==> config.mk <==
export PLATFORM = sky130hd
export DESIGN_NAME = usb_lowspeed_endpoint_ctrl
export DESIGN_NICKNAME = d
export VERILOG_FILES = /design/src/design/usb_ep_pkg.sv /design/src/design/usb_lowspeed_endpoint_ctrl.sv
export SDC_FILE = /design/constraint.sdc
export NUM_CORES = 1
export LEC_CHECK = 0
export BUFFER_PORTS_ARGS = -buffer_cell sky130_fd_sc_hd__buf_2
export CORE_MARGIN = 4
export CORE_UTILIZATION = 25
export DETAILED_ROUTE_END_ITERATION = 6
export GPL_ROUTABILITY_DRIVEN = 0
export GPL_TIMING_DRIVEN = 0
export PLACE_DENSITY = 0.51
export RECOVER_POWER = 50
export SLEW_MARGIN = 5
export SYNTH_ARGS = -nofsm -noshare
export SYNTH_HDL_FRONTEND = slang
export SYNTH_SLANG_ARGS = --single-unit
==> constraint.sdc <==
create_clock -name core_clk -period 2.72 [get_ports core_clk]
set_clock_uncertainty 0.2 [all_clocks]
set_input_delay 0.544 -clock core_clk [delete_from_list [all_inputs] [get_ports core_clk]]
set_output_delay 0.544 -clock core_clk [all_outputs]
set_load 0.005 [all_outputs]
==> src/design/usb_ep_pkg.sv <==
// shared constants and carriers for the low-speed endpoint control block
package usb_ep_pkg;
    // register indices; byte address is four times the index
    localparam logic [5:0] IDX_EP12_CTRL = 6'h20;   // ep12_transmit_control
    localparam logic [5:0] IDX_EN_STALL = 6'h21;    // endpoint_enable_stall_control
    localparam logic [5:0] IDX_EP0_STATUS = 6'h22;  // ep0_receive_status
    localparam logic [5:0] IDX_IRQ_EN = 6'h23;      // interrupt enables
    localparam logic [5:0] IDX_FLAGS = 6'h24;       // event flags and suspend/control_endpoint_force_stall
    localparam logic [5:0] IDX_FLAG_CLR = 6'h25;    // write-one-to-clear strobes
    localparam logic [5:0] IDX_EP12_BUF0 = 6'h28;   // ep12_tx_buffer_byte0
    localparam logic [5:0] IDX_EP12_BUF7 = 6'h2F;   // ep12_tx_buffer_byte7
    localparam logic [5:0] IDX_EP0_BUF0 = 6'h30;    // ep0_data_buffer byte 0
    localparam logic [5:0] IDX_EP0_BUF7 = 6'h37;    // ep0_data_buffer byte 7
    // ep12_transmit_control fields
    localparam int B_TOGGLE = 7;
    localparam int B_SELECT = 6;
    localparam int B_TX_EN = 5;
    localparam int B_WAKEUP = 4;
    // endpoint_enable_stall_control fields
    localparam int B_FIRST_CLR = 7;
    localparam int B_FIRST = 6;
    localparam int B_EN2 = 5;
    localparam int B_EN1 = 4;
    localparam int B_ENDPOINT_TWO_FORCE_STALL = 3;
    localparam int B_ENDPOINT_ONE_FORCE_STALL = 2;
    // ep0_receive_status fields
    localparam int B_RX_TOGGLE = 7;
    localparam int B_SETUP = 6;
    // interrupt enable fields
    localparam int B_IE_TX0 = 0;
    localparam int B_IE_RX0 = 1;
    localparam int B_IE_TX12 = 2;
    localparam int B_IE_EOP = 3;
    // flag and clear-strobe fields (same positions in both registers)
    localparam int B_F_TX0 = 7;
    localparam int B_F_RX0 = 6;
    localparam int B_F_TX12 = 5;
    localparam int B_F_RESUME = 4;
    localparam int B_F_EOP = 3;
    localparam int B_SUSPEND = 1;
    localparam int B_CONTROL_ENDPOINT_FORCE_STALL = 0;
    // reset values
    localparam logic [7:0] CTRL_RESET = 8'h00;
    localparam logic [3:0] COUNT_RESET = 4'h0;
    localparam logic [3:0] EP0_IN_COUNT = 4'h8;     // ep0 IN length, fixed here
    // token identifiers from the packet engine
    localparam logic [1:0] TOK_OUT = 2'h0;
    localparam logic [1:0] TOK_IN = 2'h1;
    localparam logic [1:0] TOK_SETUP = 2'h2;
    // handshake answers
    localparam logic [1:0] RESP_NONE = 2'h0;
    localparam logic [1:0] RESP_NAK = 2'h1;
    localparam logic [1:0] RESP_STALL = 2'h2;
    localparam logic [1:0] RESP_DATA = 2'h3;

    // token decoded by the packet engine
    typedef struct packed {
        logic valid;
        logic [1:0] pid;
        logic [3:0] ep;
    } token_t;

    // answer to one token
    typedef struct packed {
        logic valid;
        logic [1:0] kind;
        logic toggle;
        logic [3:0] count;
    } resp_t;
endpackage

==> src/design/usb_lowspeed_endpoint_ctrl.sv <==
// endpoint control, buffers and bus event flags of a low-speed usb function
//
// The Wishbone register port was decided locally.
module usb_lowspeed_endpoint_ctrl #(
    parameter int BUF_BYTES = 8
) (
    // clock and reset
    input wire logic core_clk,
    input wire logic sys_rst,
    // wishbone classic slave
    input wire logic wb_cyc_i,
    input wire logic wb_stb_i,
    input wire logic wb_we_i,
    input wire logic [7:0] wb_adr_i,
    input wire logic [3:0] wb_sel_i,
    input wire logic [31:0] wb_dat_i,
    output logic wb_ack_o,
    output logic [31:0] wb_dat_o,
    // packet engine side, same clock
    input wire usb_ep_pkg::token_t tok_i,
    input wire logic rx_byte_valid_i,
    input wire logic [7:0] rx_byte_i,
    input wire logic rx_done_i,
    input wire logic rx_toggle_i,
    input wire logic host_ack_i,
    input wire logic tx_fetch_i,
    input wire logic [2:0] tx_idx_i,
    output usb_ep_pkg::resp_t resp_o,
    output logic [7:0] tx_byte_o,
    // data line pins
    input wire logic dp_i,
    input wire logic dm_i,
    output logic dp_o,
    output logic dm_o,
    output logic line_oe_o,
    // common usb interrupt request
    output logic usb_irq_o
);
    import usb_ep_pkg::*;
    // the buffers are addressed by three-bit indices
    if (BUF_BYTES != 8) begin : g_check
        $error("BUF_BYTES must be 8");
    end
    // software registers
    logic [7:0] ep12_ctrl_q;           // toggle, select, enable, wakeup, count
    logic [5:2] en_stall_q;            // enables and stalls of ep1/ep2
    logic [3:0] irq_en_q;              // source enables
    logic suspend_q;                   // suspend_control
    logic control_endpoint_force_stall_q;                    // control_endpoint_force_stall
    // hardware flags
    logic tx0_flag_q;                  // ep0_tx_complete_flag
    logic rx0_flag_q;                  // ep0_rx_complete_flag
    logic tx12_flag_q;                 // ep12_tx_complete_flag
    logic resume_flag_q;               // bus_resume_flag
    logic eop_flag_q;                  // end_of_packet_flag
    logic first_flag_q;                // transmit_first_flag
    // ep0 receive status
    logic rx_toggle_q;                 // ep0_received_toggle
    logic setup_q;                     // last ep0 token was SETUP
    logic [3:0] rx_count_q;            // ep0_rx_byte_count, no reset
    logic [3:0] rx_run_q;              // bytes seen in current packet
    // last token, used to route completions
    logic [3:0] last_ep_q;
    logic [1:0] last_pid_q;
    // storage, never reset
    logic [7:0] ep12_buf_q [BUF_BYTES];
    logic [7:0] ep0_tx_buf_q [BUF_BYTES];
    logic [7:0] ep0_rx_buf_q [BUF_BYTES];
    // line synchronisers and history
    logic dp_s1_q, dp_s2_q, dm_s1_q, dm_s2_q;
    logic k_prev_q, se0_prev_q;        // line state one cycle back
    // bus decode
    wire [5:0] idx = wb_adr_i[7:2];
    wire req = wb_cyc_i & wb_stb_i;
    // a write lands on the edge where the master sees ack
    wire wr = req & wb_we_i & wb_ack_o & wb_sel_i[0];
    wire [7:0] wd = wb_dat_i[7:0];
    wire wr_ctrl = wr & (idx == IDX_EP12_CTRL);
    wire wr_en_stall = wr & (idx == IDX_EN_STALL);
    wire wr_irq_en = wr & (idx == IDX_IRQ_EN);
    wire wr_flags = wr & (idx == IDX_FLAGS);
    wire wr_clr = wr & (idx == IDX_FLAG_CLR);
    wire ep12_hit = (idx >= IDX_EP12_BUF0) & (idx <= IDX_EP12_BUF7);
    wire ep0_hit = (idx >= IDX_EP0_BUF0) & (idx <= IDX_EP0_BUF7);
    wire [2:0] buf_sel = idx[2:0];
    // token decode
    wire tok_ep0 = tok_i.valid & (tok_i.ep == 4'h0);
    wire tok_ep1 = tok_i.ep == 4'h1;
    wire tok_ep2 = tok_i.ep == 4'h2;
    wire tok_ep12 = tok_i.valid & (tok_ep1 | tok_ep2);
    wire tok_is_in = tok_i.pid == TOK_IN;
    wire tok_setup0 = tok_ep0 & (tok_i.pid == TOK_SETUP);
    wire last_ep12 = (last_ep_q == 4'h1) | (last_ep_q == 4'h2);
    // per-endpoint view of ep1/ep2 controls
    wire ep_en = tok_ep2 ? en_stall_q[B_EN2] : en_stall_q[B_EN1];
    wire ep_stall = tok_ep2 ? en_stall_q[B_ENDPOINT_TWO_FORCE_STALL] : en_stall_q[B_ENDPOINT_ONE_FORCE_STALL];
    wire sel_match = tok_ep2 == ep12_ctrl_q[B_SELECT];
    wire ep12_ready = ep12_ctrl_q[B_TX_EN] & ~tx12_flag_q;
    // answer chosen for an ep1/ep2 token; every branch assigns
    logic [1:0] kind12;
    always_comb begin
        if (!tok_is_in) begin
            // OUT to an IN-only endpoint: stall or ignore
            kind12 = ep_stall ? RESP_STALL : RESP_NONE;
        end else if (!ep_en) begin
            kind12 = RESP_NONE;
        end else if (ep_stall) begin
            kind12 = RESP_STALL;
        // not armed or previous data unclaimed
        end else if (!ep12_ready) begin
            kind12 = RESP_NAK;
        // buffer attached to the other endpoint, select
        end else if (!sel_match) begin
            kind12 = RESP_NAK;
        end else begin
            kind12 = RESP_DATA;
        end
    end
    // answer chosen for an ep0 token; SETUP is always taken
    logic [1:0] kind0;
    always_comb begin
        if (tok_i.pid == TOK_SETUP) begin
            kind0 = RESP_NONE;
        end else if (control_endpoint_force_stall_q) begin
            kind0 = RESP_STALL;
        end else if (tok_is_in) begin
            kind0 = tx0_flag_q ? RESP_NAK : RESP_DATA;
        end else begin
            kind0 = rx0_flag_q ? RESP_NAK : RESP_NONE;
        end
    end
    // event decode
    wire rx0_set = rx_done_i & (last_ep_q == 4'h0);
    // ep0 IN completion on host ACK
    wire tx0_set = host_ack_i & (last_ep_q == 4'h0) & (last_pid_q == TOK_IN);
    // shared flag only once the host acknowledged the data
    wire tx12_set = host_ack_i & last_ep12 & (last_pid_q == TOK_IN);
    wire k_now = dp_s2_q & ~dm_s2_q;
    wire se0_now = ~dp_s2_q & ~dm_s2_q;
    wire j_now = ~dp_s2_q & dm_s2_q;
    // K edge while suspended, gated by suspend, own drive excluded
    wire resume_set = suspend_q & k_now & ~k_prev_q & ~ep12_ctrl_q[B_WAKEUP];
    // end of SE0 back to idle marks end of packet
    wire eop_set = se0_prev_q & j_now;
    // ep0 transmit still flagged when reception completes
    wire first_set = rx0_set & tx0_flag_q;
    // read multiplexer; unmapped and write-only locations read zero
    logic [7:0] rd;
    always_comb begin
        case (idx)
            IDX_EP12_CTRL: rd = ep12_ctrl_q;
            IDX_EN_STALL: rd = {1'b0, first_flag_q, en_stall_q, 2'b00};
            IDX_EP0_STATUS: rd = {rx_toggle_q, setup_q, 2'b00, rx_count_q};
            IDX_IRQ_EN: rd = {4'h0, irq_en_q};
            IDX_FLAGS: rd = {tx0_flag_q, rx0_flag_q, tx12_flag_q, resume_flag_q,
                eop_flag_q, 1'b0, suspend_q, control_endpoint_force_stall_q};
            default: rd = ep0_hit ? ep0_rx_buf_q[buf_sel] : 8'h00;
        endcase
    end
    // bus answer: one wait state, every access acknowledged
    always_ff @(posedge core_clk) begin
        if (sys_rst) begin
            wb_ack_o <= 1'b0;
            wb_dat_o <= 32'h0000_0000;
        end else begin
            wb_ack_o <= req & ~wb_ack_o;
            wb_dat_o <= {24'h00_0000, rd};
        end
    end
    // software control registers
    always_ff @(posedge core_clk) begin
        if (sys_rst) begin
            ep12_ctrl_q <= CTRL_RESET;
            en_stall_q <= 4'h0;
            irq_en_q <= 4'h0;
            suspend_q <= 1'b0;
        end else begin
            // toggle, count, enable all software owned
            if (wr_ctrl) begin
                ep12_ctrl_q <= wd;
            end
            if (wr_en_stall) begin
                en_stall_q <= wd[5:2];
            end
            if (wr_irq_en) begin
                irq_en_q <= wd[3:0];
            end
            if (wr_flags) begin
                suspend_q <= wd[B_SUSPEND];
            end
        end
    end
    // control endpoint stall: hardware clear beats software write
    always_ff @(posedge core_clk) begin
        if (sys_rst) begin
            control_endpoint_force_stall_q <= 1'b0;
        end else if (tok_setup0) begin
            control_endpoint_force_stall_q <= 1'b0;
        end else if (wr_flags) begin
            control_endpoint_force_stall_q <= wd[B_CONTROL_ENDPOINT_FORCE_STALL];
        end
    end
    // event flags: a set in the clearing cycle wins
    always_ff @(posedge core_clk) begin
        if (sys_rst) begin
            tx0_flag_q <= 1'b0;
            rx0_flag_q <= 1'b0;
            tx12_flag_q <= 1'b0;
            resume_flag_q <= 1'b0;
            eop_flag_q <= 1'b0;
            first_flag_q <= 1'b0;
        end else begin
            tx0_flag_q <= tx0_set | (tx0_flag_q & ~(wr_clr & wd[B_F_TX0]));
            rx0_flag_q <= rx0_set | (rx0_flag_q & ~(wr_clr & wd[B_F_RX0]));
            tx12_flag_q <= tx12_set | (tx12_flag_q & ~(wr_clr & wd[B_F_TX12]));
            resume_flag_q <= resume_set | (resume_flag_q & ~(wr_clr & wd[B_F_RESUME]));
            eop_flag_q <= eop_set | (eop_flag_q & ~(wr_clr & wd[B_F_EOP]));
            // write one clears, zero does nothing
            first_flag_q <= first_set | (first_flag_q & ~(wr_en_stall & wd[B_FIRST_CLR]));
        end
    end
    // ep0 receive status; the byte count keeps its value through reset
    always_ff @(posedge core_clk) begin
        if (tok_i.valid & (tok_i.pid != TOK_IN)) begin
            rx_run_q <= COUNT_RESET;
        end else if (rx_byte_valid_i & (rx_run_q != 4'h8)) begin
            rx_run_q <= rx_run_q + 4'h1;
        end
        // count of the last OUT or SETUP packet
        if (rx0_set) begin
            rx_count_q <= rx_run_q;
        end
    end
    // ep0 receive toggle, setup marker and token history
    always_ff @(posedge core_clk) begin
        if (sys_rst) begin
            rx_toggle_q <= 1'b0;
            setup_q <= 1'b0;
            last_ep_q <= 4'h0;
            last_pid_q <= TOK_OUT;
        end else begin
            // toggle of the last ep0 data packet
            if (rx0_set) begin
                rx_toggle_q <= rx_toggle_i;
            end
            if (tok_ep0) begin
                setup_q <= tok_i.pid == TOK_SETUP;
            end
            if (tok_i.valid) begin
                last_ep_q <= tok_i.ep;
                last_pid_q <= tok_i.pid;
            end
        end
    end
    // byte storage; contents undefined until written
    for (genvar i = 0; i < BUF_BYTES; i++) begin : g_buf
        wire sel_i = buf_sel == 3'(i);
        always_ff @(posedge core_clk) begin
            if (wr & ep12_hit & sel_i) begin
                ep12_buf_q[i] <= wd;
            end
            // ep0 writes fill the transmit side
            if (wr & ep0_hit & sel_i) begin
                ep0_tx_buf_q[i] <= wd;
            end
            // received bytes loaded in arrival order
            if (rx_byte_valid_i & (rx_run_q == 4'(i))) begin
                ep0_rx_buf_q[i] <= rx_byte_i;
            end
        end
    end
    // answer register towards the packet engine
    always_ff @(posedge core_clk) begin
        if (sys_rst) begin
            resp_o <= '0;
            tx_byte_o <= 8'h00;
        end else begin
            resp_o.valid <= tok_i.valid & (tok_ep0 | tok_ep12);
            resp_o.kind <= tok_ep0 ? kind0 : kind12;
            // data toggle, byte count for ep1/ep2
            resp_o.toggle <= tok_ep0 ? 1'b0 : ep12_ctrl_q[B_TOGGLE];
            resp_o.count <= tok_ep0 ? EP0_IN_COUNT : ep12_ctrl_q[3:0];
            // byte source follows the endpoint being served
            if (tx_fetch_i) begin
                tx_byte_o <= last_ep12 ? ep12_buf_q[tx_idx_i] : ep0_tx_buf_q[tx_idx_i];
            end
        end
    end
    // line sampling; first stage feeds only the second
    always_ff @(posedge core_clk) begin
        if (sys_rst) begin
            dp_s1_q <= 1'b0;
            dp_s2_q <= 1'b0;
            dm_s1_q <= 1'b1;
            dm_s2_q <= 1'b1;
            k_prev_q <= 1'b0;
            se0_prev_q <= 1'b0;
        end else begin
            dp_s1_q <= dp_i;
            dp_s2_q <= dp_s1_q;
            dm_s1_q <= dm_i;
            dm_s2_q <= dm_s1_q;
            k_prev_q <= k_now;
            se0_prev_q <= se0_now;
        end
    end
    // line drive and common interrupt request
    always_ff @(posedge core_clk) begin
        if (sys_rst) begin
            dp_o <= 1'b0;
            dm_o <= 1'b0;
            line_oe_o <= 1'b0;
            usb_irq_o <= 1'b0;
        end else begin
            // K state for remote wake-up; timing is software's
            line_oe_o <= ep12_ctrl_q[B_WAKEUP];
            dp_o <= ep12_ctrl_q[B_WAKEUP];
            dm_o <= 1'b0;
            // one request; resume has no enable
            usb_irq_o <= resume_flag_q | (eop_flag_q & irq_en_q[B_IE_EOP])
                | (tx0_flag_q & irq_en_q[B_IE_TX0]) | (rx0_flag_q & irq_en_q[B_IE_RX0])
                | (tx12_flag_q & irq_en_q[B_IE_TX12]);
        end
    end
endmodule

* Word level (Yosys, flattened, before mapping) *
Memory sizes are Yosys's and may differ from the RTL's.
Cells that the tools add are included.

word-level totals
  RAM bits = 192
  memories kept = 3
  input bits = 74
  output and inout port bits = 53
  bits in registers = 97

cells by class
  $add $sub $neg = 1
  mux-type cells = 129
  eq/ne operators = 30
  magnitude comparators = 4
  reductions and logical operators = 27
  bitwise gates (word level) = 99

memory list
  name          depth  bits a word  read ports  clocked after memory_dff  write ports  RTL line                          text
  ep0_rx_buf_q  8      8            1           0                         1            usb_lowspeed_endpoint_ctrl.sv:68  logic [7:0] ep0_rx_buf_q [BUF_BYTES];
  ep0_tx_buf_q  8      8            1           0                         1            usb_lowspeed_endpoint_ctrl.sv:67  logic [7:0] ep0_tx_buf_q [BUF_BYTES];
  ep12_buf_q    8      8            1           0                         1            usb_lowspeed_endpoint_ctrl.sv:66  logic [7:0] ep12_buf_q [BUF_BYTES];

operators by type and width
  operator                                                count
  two-way mux 8 bit                                       23
  OR reduction 8 bit                                      21
  AND 1 bit                                               74
  two-way mux 1 bit                                       72
  two-way mux 3 bit                                       21
  case mux 8 bit (5 select lines)                         1
  equality test 6 bit (second input constant)             6
  two-way mux 2 bit                                       11
  equality test 4 x 2 -> 1 bit (second input constant)    4
  equality test 4 x 3 -> 1 bit (second input constant)    4
  OR 1 bit                                                13
  equality test 3 bit (second input constant)             4
  equality test 4 x 1 -> 1 bit (second input constant)    3
  >= comparator 6 bit (second input constant)             2
  less-or-equal comparator 6 bit (second input constant)  2
  logical NOT 4 bit                                       3
  NOT 1 bit                                               12
  equality test 3 x 2 -> 1 bit (second input constant)    2
  adder 4 x 1 -> 4 bit (second input constant)            1
  equality test 2 x 1 -> 1 bit (second input constant)    2
  two-way mux 4 bit                                       1
  != test 4 bit (second input constant)                   1
  OR reduction 2 bit                                      2
  equality test 3 x 1 -> 1 bit (second input constant)    1
  other kinds (4)                                         4

* Longest topological paths before layout *
Gate-level depths: netlist of run 1.

  depth after elaboration = 16
  depth in mapped cells = 8
  gate-level depth less buffers = 6

* Least setup slack after synthesis of run 1 *
Ideal clock, no wire load.

  path kind = input port to flip-flop
  start point = input wb_sel_i[0]
  end point = memory ep12_buf_q[0][0] (enable)
  cell stages on the path = 4
  setup slack = 0.231 ns
  library setup time = 0.383 ns
  data arrival time = 1.906 ns
  path buffers = 0
  cell sequence = and3_1 nand3_1 or3_1 nor3_1

on the way
  cells in the longest elaborated chain, start to end = 13

RTL lines
  element                                                                                       RTL line                           text
  start, declared                                                                               usb_lowspeed_endpoint_ctrl.sv:15   input wire logic [3:0] wb_sel_i,
  AND 1 bit (*)                                                                                 usb_lowspeed_endpoint_ctrl.sv:76   wire wr = req & wb_we_i & wb_ack_o & wb_sel_i[0];
  AND 1 bit (*)                                                                                 usb_lowspeed_endpoint_ctrl.sv:259  if (wr & ep12_hit & sel_i) begin
  AND 1 bit                                                                                     usb_lowspeed_endpoint_ctrl.sv:259
  two-way mux 1 bit                                                                             usb_lowspeed_endpoint_ctrl.sv:259
  two-way mux 1 bit (implied by the code)                                                       usb_lowspeed_endpoint_ctrl.sv:260  ep12_buf_q[i] <= wd;
  OR reduction 8 bit (no source line)                                                           n/a
  two-way mux 3 bit (no source line) / two-way mux 1 bit (equally long branches) (7 in series)  n/a
  end, declared                                                                                 usb_lowspeed_endpoint_ctrl.sv:66

Every way passes the cells marked *; elsewhere a longest branch is shown, timed or not.

* Worst setup path in the final report of run 1 *
  start point = register wb_ack_o
  end point = memory ep0_tx_buf_q[4][0] (enable)

on the way
  cells in the longest elaborated chain, start to end = 14

RTL lines
  element                                                                                       RTL line                           text
  start, declared                                                                               usb_lowspeed_endpoint_ctrl.sv:17   output logic wb_ack_o,
  start signal, assigned                                                                        usb_lowspeed_endpoint_ctrl.sv:166  wb_ack_o <= req & ~wb_ack_o;
  AND 1 bit (*) (2 in series)                                                                   usb_lowspeed_endpoint_ctrl.sv:76
  AND 1 bit (*)                                                                                 usb_lowspeed_endpoint_ctrl.sv:263  if (wr & ep0_hit & sel_i) begin
  AND 1 bit                                                                                     usb_lowspeed_endpoint_ctrl.sv:263
  two-way mux 1 bit                                                                             usb_lowspeed_endpoint_ctrl.sv:263
  two-way mux 1 bit (implied by the code)                                                       usb_lowspeed_endpoint_ctrl.sv:264  ep0_tx_buf_q[i] <= wd;
  OR reduction 8 bit (no source line)                                                           n/a
  two-way mux 3 bit (no source line) / two-way mux 1 bit (equally long branches) (7 in series)  n/a
  end, declared                                                                                 usb_lowspeed_endpoint_ctrl.sv:67

Marked as above.

==> results of run 1 <==
## through the flow
step | area, µm² | util | setup TNS, ps | setup slack, ps
2_1_floorplan | 10910 | - | 0 | 231.0
3_3_place_gp | 11960 | 0.2825 | -36700 | -867.0
3_5_place_dp | 12020 | 0.2840 | -27610 | -584.3
4_1_cts | 12970 | 0.3065 | 0 | 0.5798
5_1_grt | 12940 | 0.3058 | -448.5 | -35.29
6_report | 12940 | 0.3058 | 0 | 135.9
## timing repair
action	CTS	global route
resized for setup	3	5
hold endpoints to repair	2	0
hold buffers	2	0
setup endpoints to repair	24	49
## worst paths after layout
kind              cells after the start                  to     start  slack [ps]
setup / recovery                      4  ep0_tx_buf_q[4][0]  wb_ack_o         140
setup reg to reg                      4  ep0_tx_buf_q[4][0]  wb_ack_o         140
hold reg to reg                       1             dm_s2_q   dm_s1_q         210
hold / removal                        2           resp_o[7]  tok_i[1]          40
## registers in the layout, summed over array words and instances, names as in the netlist, 8 cells and up
name,flops
ep0_rx_buf_q,64
ep0_tx_buf_q,64
ep12_buf_q,64
ep12_ctrl_q,8
resp_o,8
tx_byte_o,8
wb_dat_o,8
## cells in the final DEF, fill, tap and decap left out, types with 10 or more instances in the layout
| cell | instances |
|---|---|
| mux4_2 | 40 |
| conb_1 | 25 |
| nand2_1 | 23 |
| mux2i_1 | 40 |
| edfxtp_1 | 196 |
| o21ai_0 | 18 |
| nand3_1 | 12 |
| buf_2 | 48 |
| a21oi_1 | 32 |
| buf_4 | 35 |
| clkbuf_1 | 46 |
| mux4_1 | 10 |
| clkbuf_16 | 30 |
| nor2_1 | 65 |
| inv_1 | 13 |
| dfxtp_1 | 69 |
## power groups by stage
stage | Clock (mW) | Combinational (mW) | Sequential (mW)
after global placement | 0 | 0.595 | 4.54
after detailed placement | 0 | 0.613 | 4.55
after global routing | 4.03 | 0.659 | 4.47
final | 3.75 | 0.600 | 4.46
after CTS | 3.83 | 0.617 | 4.46
after floorplan | 0 | 0.367 | 4.54
## per-layer routing
metal,share of wire,vias to the layer above,wire (µm)
met2,0.48,139,12780
met3,0.040,31,1058
met4,0.014,0,384
met1,0.47,3079,12460
li1,-,2834,-
met5,0,-,0
## kinds of logic (layout without fill, tap and decap cells)
logic type	Yosys count	in the layout	share of synthesized area
xor+xnor	4	4	0.003933
fa+ha+maj	4	4	0.004626
flops	265	265	0.6717
mux	99	99	0.1539
simple gates	173	173	0.08384
compound gates	72	72	0.04059
other cells	1	25	0.0003466
buf+inv	72	197	0.04106
## area by class of cell
class                      instances  area share
multi-input combinational        377      0.2502
timing repair buffer              71     0.02698
sequential                       265      0.5616
clock inverter                    12    0.006478
inverter                          13    0.003771
clock buffer                      42     0.06459
tap                              577     0.05579
buffer                            59     0.03056
==> flow_summary.toml, run 1 <==
[sta]
setup_viol_count_final = 0
max_freq_mhz = 387.0
rsz0062_at_grt = "yes"
relSlewSlack = 0.2317
layout_min_cycle_time_ps = 2584
min_period_over_period = 0.9501
slew_violations = 0
worst_pin_slew_ps = 1152
hold_slack_ps = 41.99
final_hold_viol_count = 0

[setup_path]
crit_fanout = 8
end_kind = "register"
start_kind = "register"
arrival_ps = 2560
crit_type = "reg2reg"
crit_chain = "and3_1, nand3_1, or3_1, nor3_2"
max_stage_delay_ps = 720
crit_required_ps = 2690
crit_family = "simple AND/OR/NAND/NOR gates"
crit_buf_inv = 0
cp_slowest_cell = "nor3_2"

[pwr]
p_seq_frac = 0.506
p_leak_nw = 4.536
switching_share = 0.2264
p_int_mw = 6.814
pwr-share-clk = 0.425
total_power_mw = 8.808
switchingPower_mw = 1.994
comb_power_share = 0.068
max-vdd-ir-drop_v = 0.0004541
pwr_density_cell_mw_per_mm2 = 680.7

[clock_network]
cts_buffer_depth = 3
clock_latency_ps = 550
cts_tree = "done"
root_buffer = "clkbuf_16"
cts_inserted_buffers = 29
cts_setup_buffers = 0
path_clk_slew_ps = 60
cts_sinks = 265
htreeDepth = 1

[final_layout]
area_growth_syn_to_layout_pct = 19.60
drive_gt1_frac = 0.2539
fillers = 4233
fin_nets = 894
multi_input_area_mm2 = 0.003238
fin_cells = 1416
antenna_cells = 0
ff_latch_area_mm2 = 0.007267

[detailed_routing]
drc_errors = 0
vias = 6083
drtAntennaViolNets = 0
drt_pass1_iterations = 5
wl_um = 26680
wire_per_inst_um = 18.84
dr.first_iter.drc_count = 404
routed_via_density = 4.296

[logic_synthesis]
synth.most_common_cell = "edfxtp_1"
synth_edf_count = 196
synth_area_per_cell_um2 = 15.68
synth-main-ff-cell = "edfxtp_1"
yosys-top-cells-area = "edfxtp_1 54%, dfxtp_1 13%, mux4_2 8.3%, mux2i_1 3.7%, mux4_1 2.4%"
synth.distinct_cells = 54
netlist_top_cells_count = "196 x edfxtp_1, 70 x nor2_1, 69 x dfxtp_1"
synth_area_mm2 = 0.01082
yosysWarnings = 0
synth_seq_cells = 265
seq_area_frac_synth = 0.6717
syn_inst = 690
synthArstFlopShare = 0
synth_top_area_frac = 0.5440
synth_top_cell_by_area = "edfxtp_1"

[hold_path]
hold_class = "in2reg"

[global_route]
use_met1 = 0.1583
antenna_found_initial = 0
grt_use_met3 = 0.01941
gr-usage-met2 = 0.1860
track_usage = 0.1125
grt_overflow = 0
grt_pass1_wl_um = 40070
grt_pass1_vias = 6217
busiest_layer = "met2"
grt_max_degree = 21

[floorplanning]
dieArea_mm2 = 0.04667
fp.dieH_um = 216.0
start_util = 0.2556
coreArea_mm2 = 0.04232
io_pins = 127
num_rows = 75
die_w_um = 216.0

[placement]
portBuffers = 65
place_inst = 1360
hpwl_um = 18690

[status]
status = "finished, final reports clean"

[run]
cap_violations = 0
(Power assumes the default switching activity.)
==> run 2, diff against run 1 <==
--- a/config.mk
+++ b/config.mk
@@ -8,11 +8,12 @@
 export BUFFER_PORTS_ARGS = -buffer_cell sky130_fd_sc_hd__buf_2
 export CORE_MARGIN = 4
 export CORE_UTILIZATION = 25
+export CTS_BUF_LIST = sky130_fd_sc_hd__clkbuf_4
 export DETAILED_ROUTE_END_ITERATION = 6
 export GPL_ROUTABILITY_DRIVEN = 0
 export GPL_TIMING_DRIVEN = 0
 export PLACE_DENSITY = 0.51
-export RECOVER_POWER = 50
+export RECOVER_POWER = 25
 export SLEW_MARGIN = 5
 export SYNTH_ARGS = -nofsm -noshare
 export SYNTH_HDL_FRONTEND = slang
==> run 2 against run 1 <==
Against the previous run:
- non-clock buffer count rose by 23
- core utilization rose by 0.65 points
- critical endpoint is now ep12_buf_q[4][4]
- routed wire length rose by 2.4%
- worst hold slack better by 38 ps
- critical path depth unchanged
- combinational power increased by 5.3%
- die area unchanged
- largest cell class unchanged
- sequential power hardly changed
- clock power decreased by 6.7%
- highest routed layer unchanged
- global-route usage increased by 0.44 points
- via count up 5.7%
==> flow_summary.toml, run 2 (same netlist as run 1, synthesis figures left out) <==
[sta]
min_period_over_period = 0.9455
max_freq_mhz = 388.8
final_hold_viol_count = 0
relSlewSlack = 0.2642
hold_slack_ps = 79.67
setup_viol_count_final = 0
slew_violations = 0
layout_min_cycle_time_ps = 2572
setup_slack_ps = 148.2
fin_tns_setup_ps = 0
rsz0062_at_grt = "no"
worst_pin_slew_ps = 1104

[clock_network]
cts_buffer_depth = 3
cts_tree = "done"
cts_setup_buffers = 0
path_clk_slew_ps = 70
root_buffer = "clkbuf_4"
cts_sinks = 265
cts_inserted_buffers = 71
clock_latency_ps = 680
htreeDepth = 3

[pwr]
pwr_density_cell_mw_per_mm2 = 649.9
p_leak_nw = 4.788
p_seq_frac = 0.519
pwr-share-clk = 0.407
switching_share = 0.2354
switchingPower_mw = 2.022
max-vdd-ir-drop_v = 0.0003122
comb_power_share = 0.074
p_int_mw = 6.567

[setup_path]
r2r_cells = 4
crit_buf_inv = 0
end_kind = "register"
crit_chain = "and3_1, nand3_1, or3_1, nor3_2"
crit_fanout = 8
start_kind = "register"
cp.depth = 4
crit_type = "reg2reg"
max_stage_delay_ps = 630
crit_required_ps = 2800
arrival_ps = 2650
cp_slowest_cell = "nor3_2"
crit_family = "simple AND/OR/NAND/NOR gates"

[global_route]
grt_pass1_wl_um = 41360
grt_pass1_vias = 6725
track_usage = 0.1169
antenna_found_initial = 1
grt_overflow = 0
grt_max_degree = 21

[placement]
dpl_cell_area_mm2 = 0.01202
portBuffers = 65
dp_slack_ps = -584.3
hpwl_um = 18690

[detailed_routing]
drc_errors = 0
routed_via_density = 4.260
drt_pass1_iterations = 5
vias = 6432
wire_per_inst_um = 18.10
wl_um = 27330
drtAntennaViolNets = 0
dr.first_iter.drc_count = 342

[hold_path]
holdPathStages = 5
hold_class = "in2reg"

[final_layout]
reg_top3 = "ep0_rx_buf_q: 64 flops, ep0_tx_buf_q: 64 flops, ep12_buf_q: 64 flops"
fin_nets = 959
final_cell_mix = "196 x edfxtp_1, 106 x clkbuf_4, 69 x dfxtp_1"
drive_gt1_frac = 0.3276
fillers = 4258
final_cell_area_mm2 = 0.01322
area_growth_syn_to_layout_pct = 22.15
final_common_cell = "edfxtp_1"
final_util = 0.3123

[floorplanning]
io_pins = 127
start_util = 0.2556
num_rows = 75
coreArea_mm2 = 0.04232
dieArea_mm2 = 0.04667
die_w_um = 216.0
fp.dieH_um = 216.0

[status]
status = "finished, final reports clean"

[run]
cap_violations = 0
-- run 2: cell types whose count changed in the layout (fill, tap and decap cells not counted), sizes merged --
| cell | change |
|---|---|
| diode | +2 |
| clkinv | +8 |
| buf | +17 |
| inv | -3 |
| dlygate4sd3 | +23 |
| bufinv | +1 |
| clkbuf | +47 |
| clkinvlp | -1 |
-- run 2: worst min-delay path, cell delays in order --
cell and delay [ps]:
buf_2 110, nand2_1 60, nor2_1 50, nand3_1 80, a21oi_1 60
-- run 2: path summary, 6_finish.rpt --
path	from	endpoint	slack [ps]
setup / recovery	wb_ack_o	ep12_buf_q[4][4]	150
hold / removal	host_ack_i	tx12_flag_q	80
setup reg to reg	wb_ack_o	ep12_buf_q[4][4]	150
hold reg to reg	dm_s1_q	dm_s2_q	210
-- run 2: metal layers --
metal | track usage | up-vias | share of wire
li1 | - | 3014 | -
met1 | 0.1577 | 3198 | 0.46
met2 | 0.1874 | 180 | 0.48
met3 | 0.02968 | 40 | 0.051
met4 | 0.03350 | 0 | 0.017
met5 | 0 | - | 0
-- run 2: power by group through the flow --
| stage | Sequential, mW | Combinational (mW) | Clock [mW] |
|---|---|---|---|
| finish | 4.46 | 0.632 | 3.50 |
| global route | 4.47 | 0.695 | 3.86 |
| CTS | 4.46 | 0.644 | 3.64 |
| detailed placement | 4.55 | 0.613 | 0 |
| global placement | 4.54 | 0.595 | 0 |
| floorplan | 4.54 | 0.367 | 0 |
-- run 2: cell type report --
class	count	area [µm²]	share of cell area
antenna	2	5.005	0.0003787
buffer	59	395.4	0.02992
clock buffer	106	795.8	0.06022
clock inverter	17	106.4	0.008048
inverter	13	48.80	0.003692
multi-input combinational	377	3276	0.2479
sequential	265	7267	0.5499
tap	577	721.9	0.05463
timing repair buffer	94	599.3	0.04535
-- run 2: through the flow --
step,instances,total power [mW]
after floorplan,714,4.906
after global placement,1356,5.139
after detailed placement,1360,5.159
after CTS,1508,8.742
after global routing,1510,9.025
final,1510,8.589
-- run 2: timing repair --
action,in CTS,in global routing
endpoints found under the hold margin,85,0
pin swaps,0,0
gates resized for setup,4,10
endpoints found under the setup margin,32,59
hold buffers,25,0
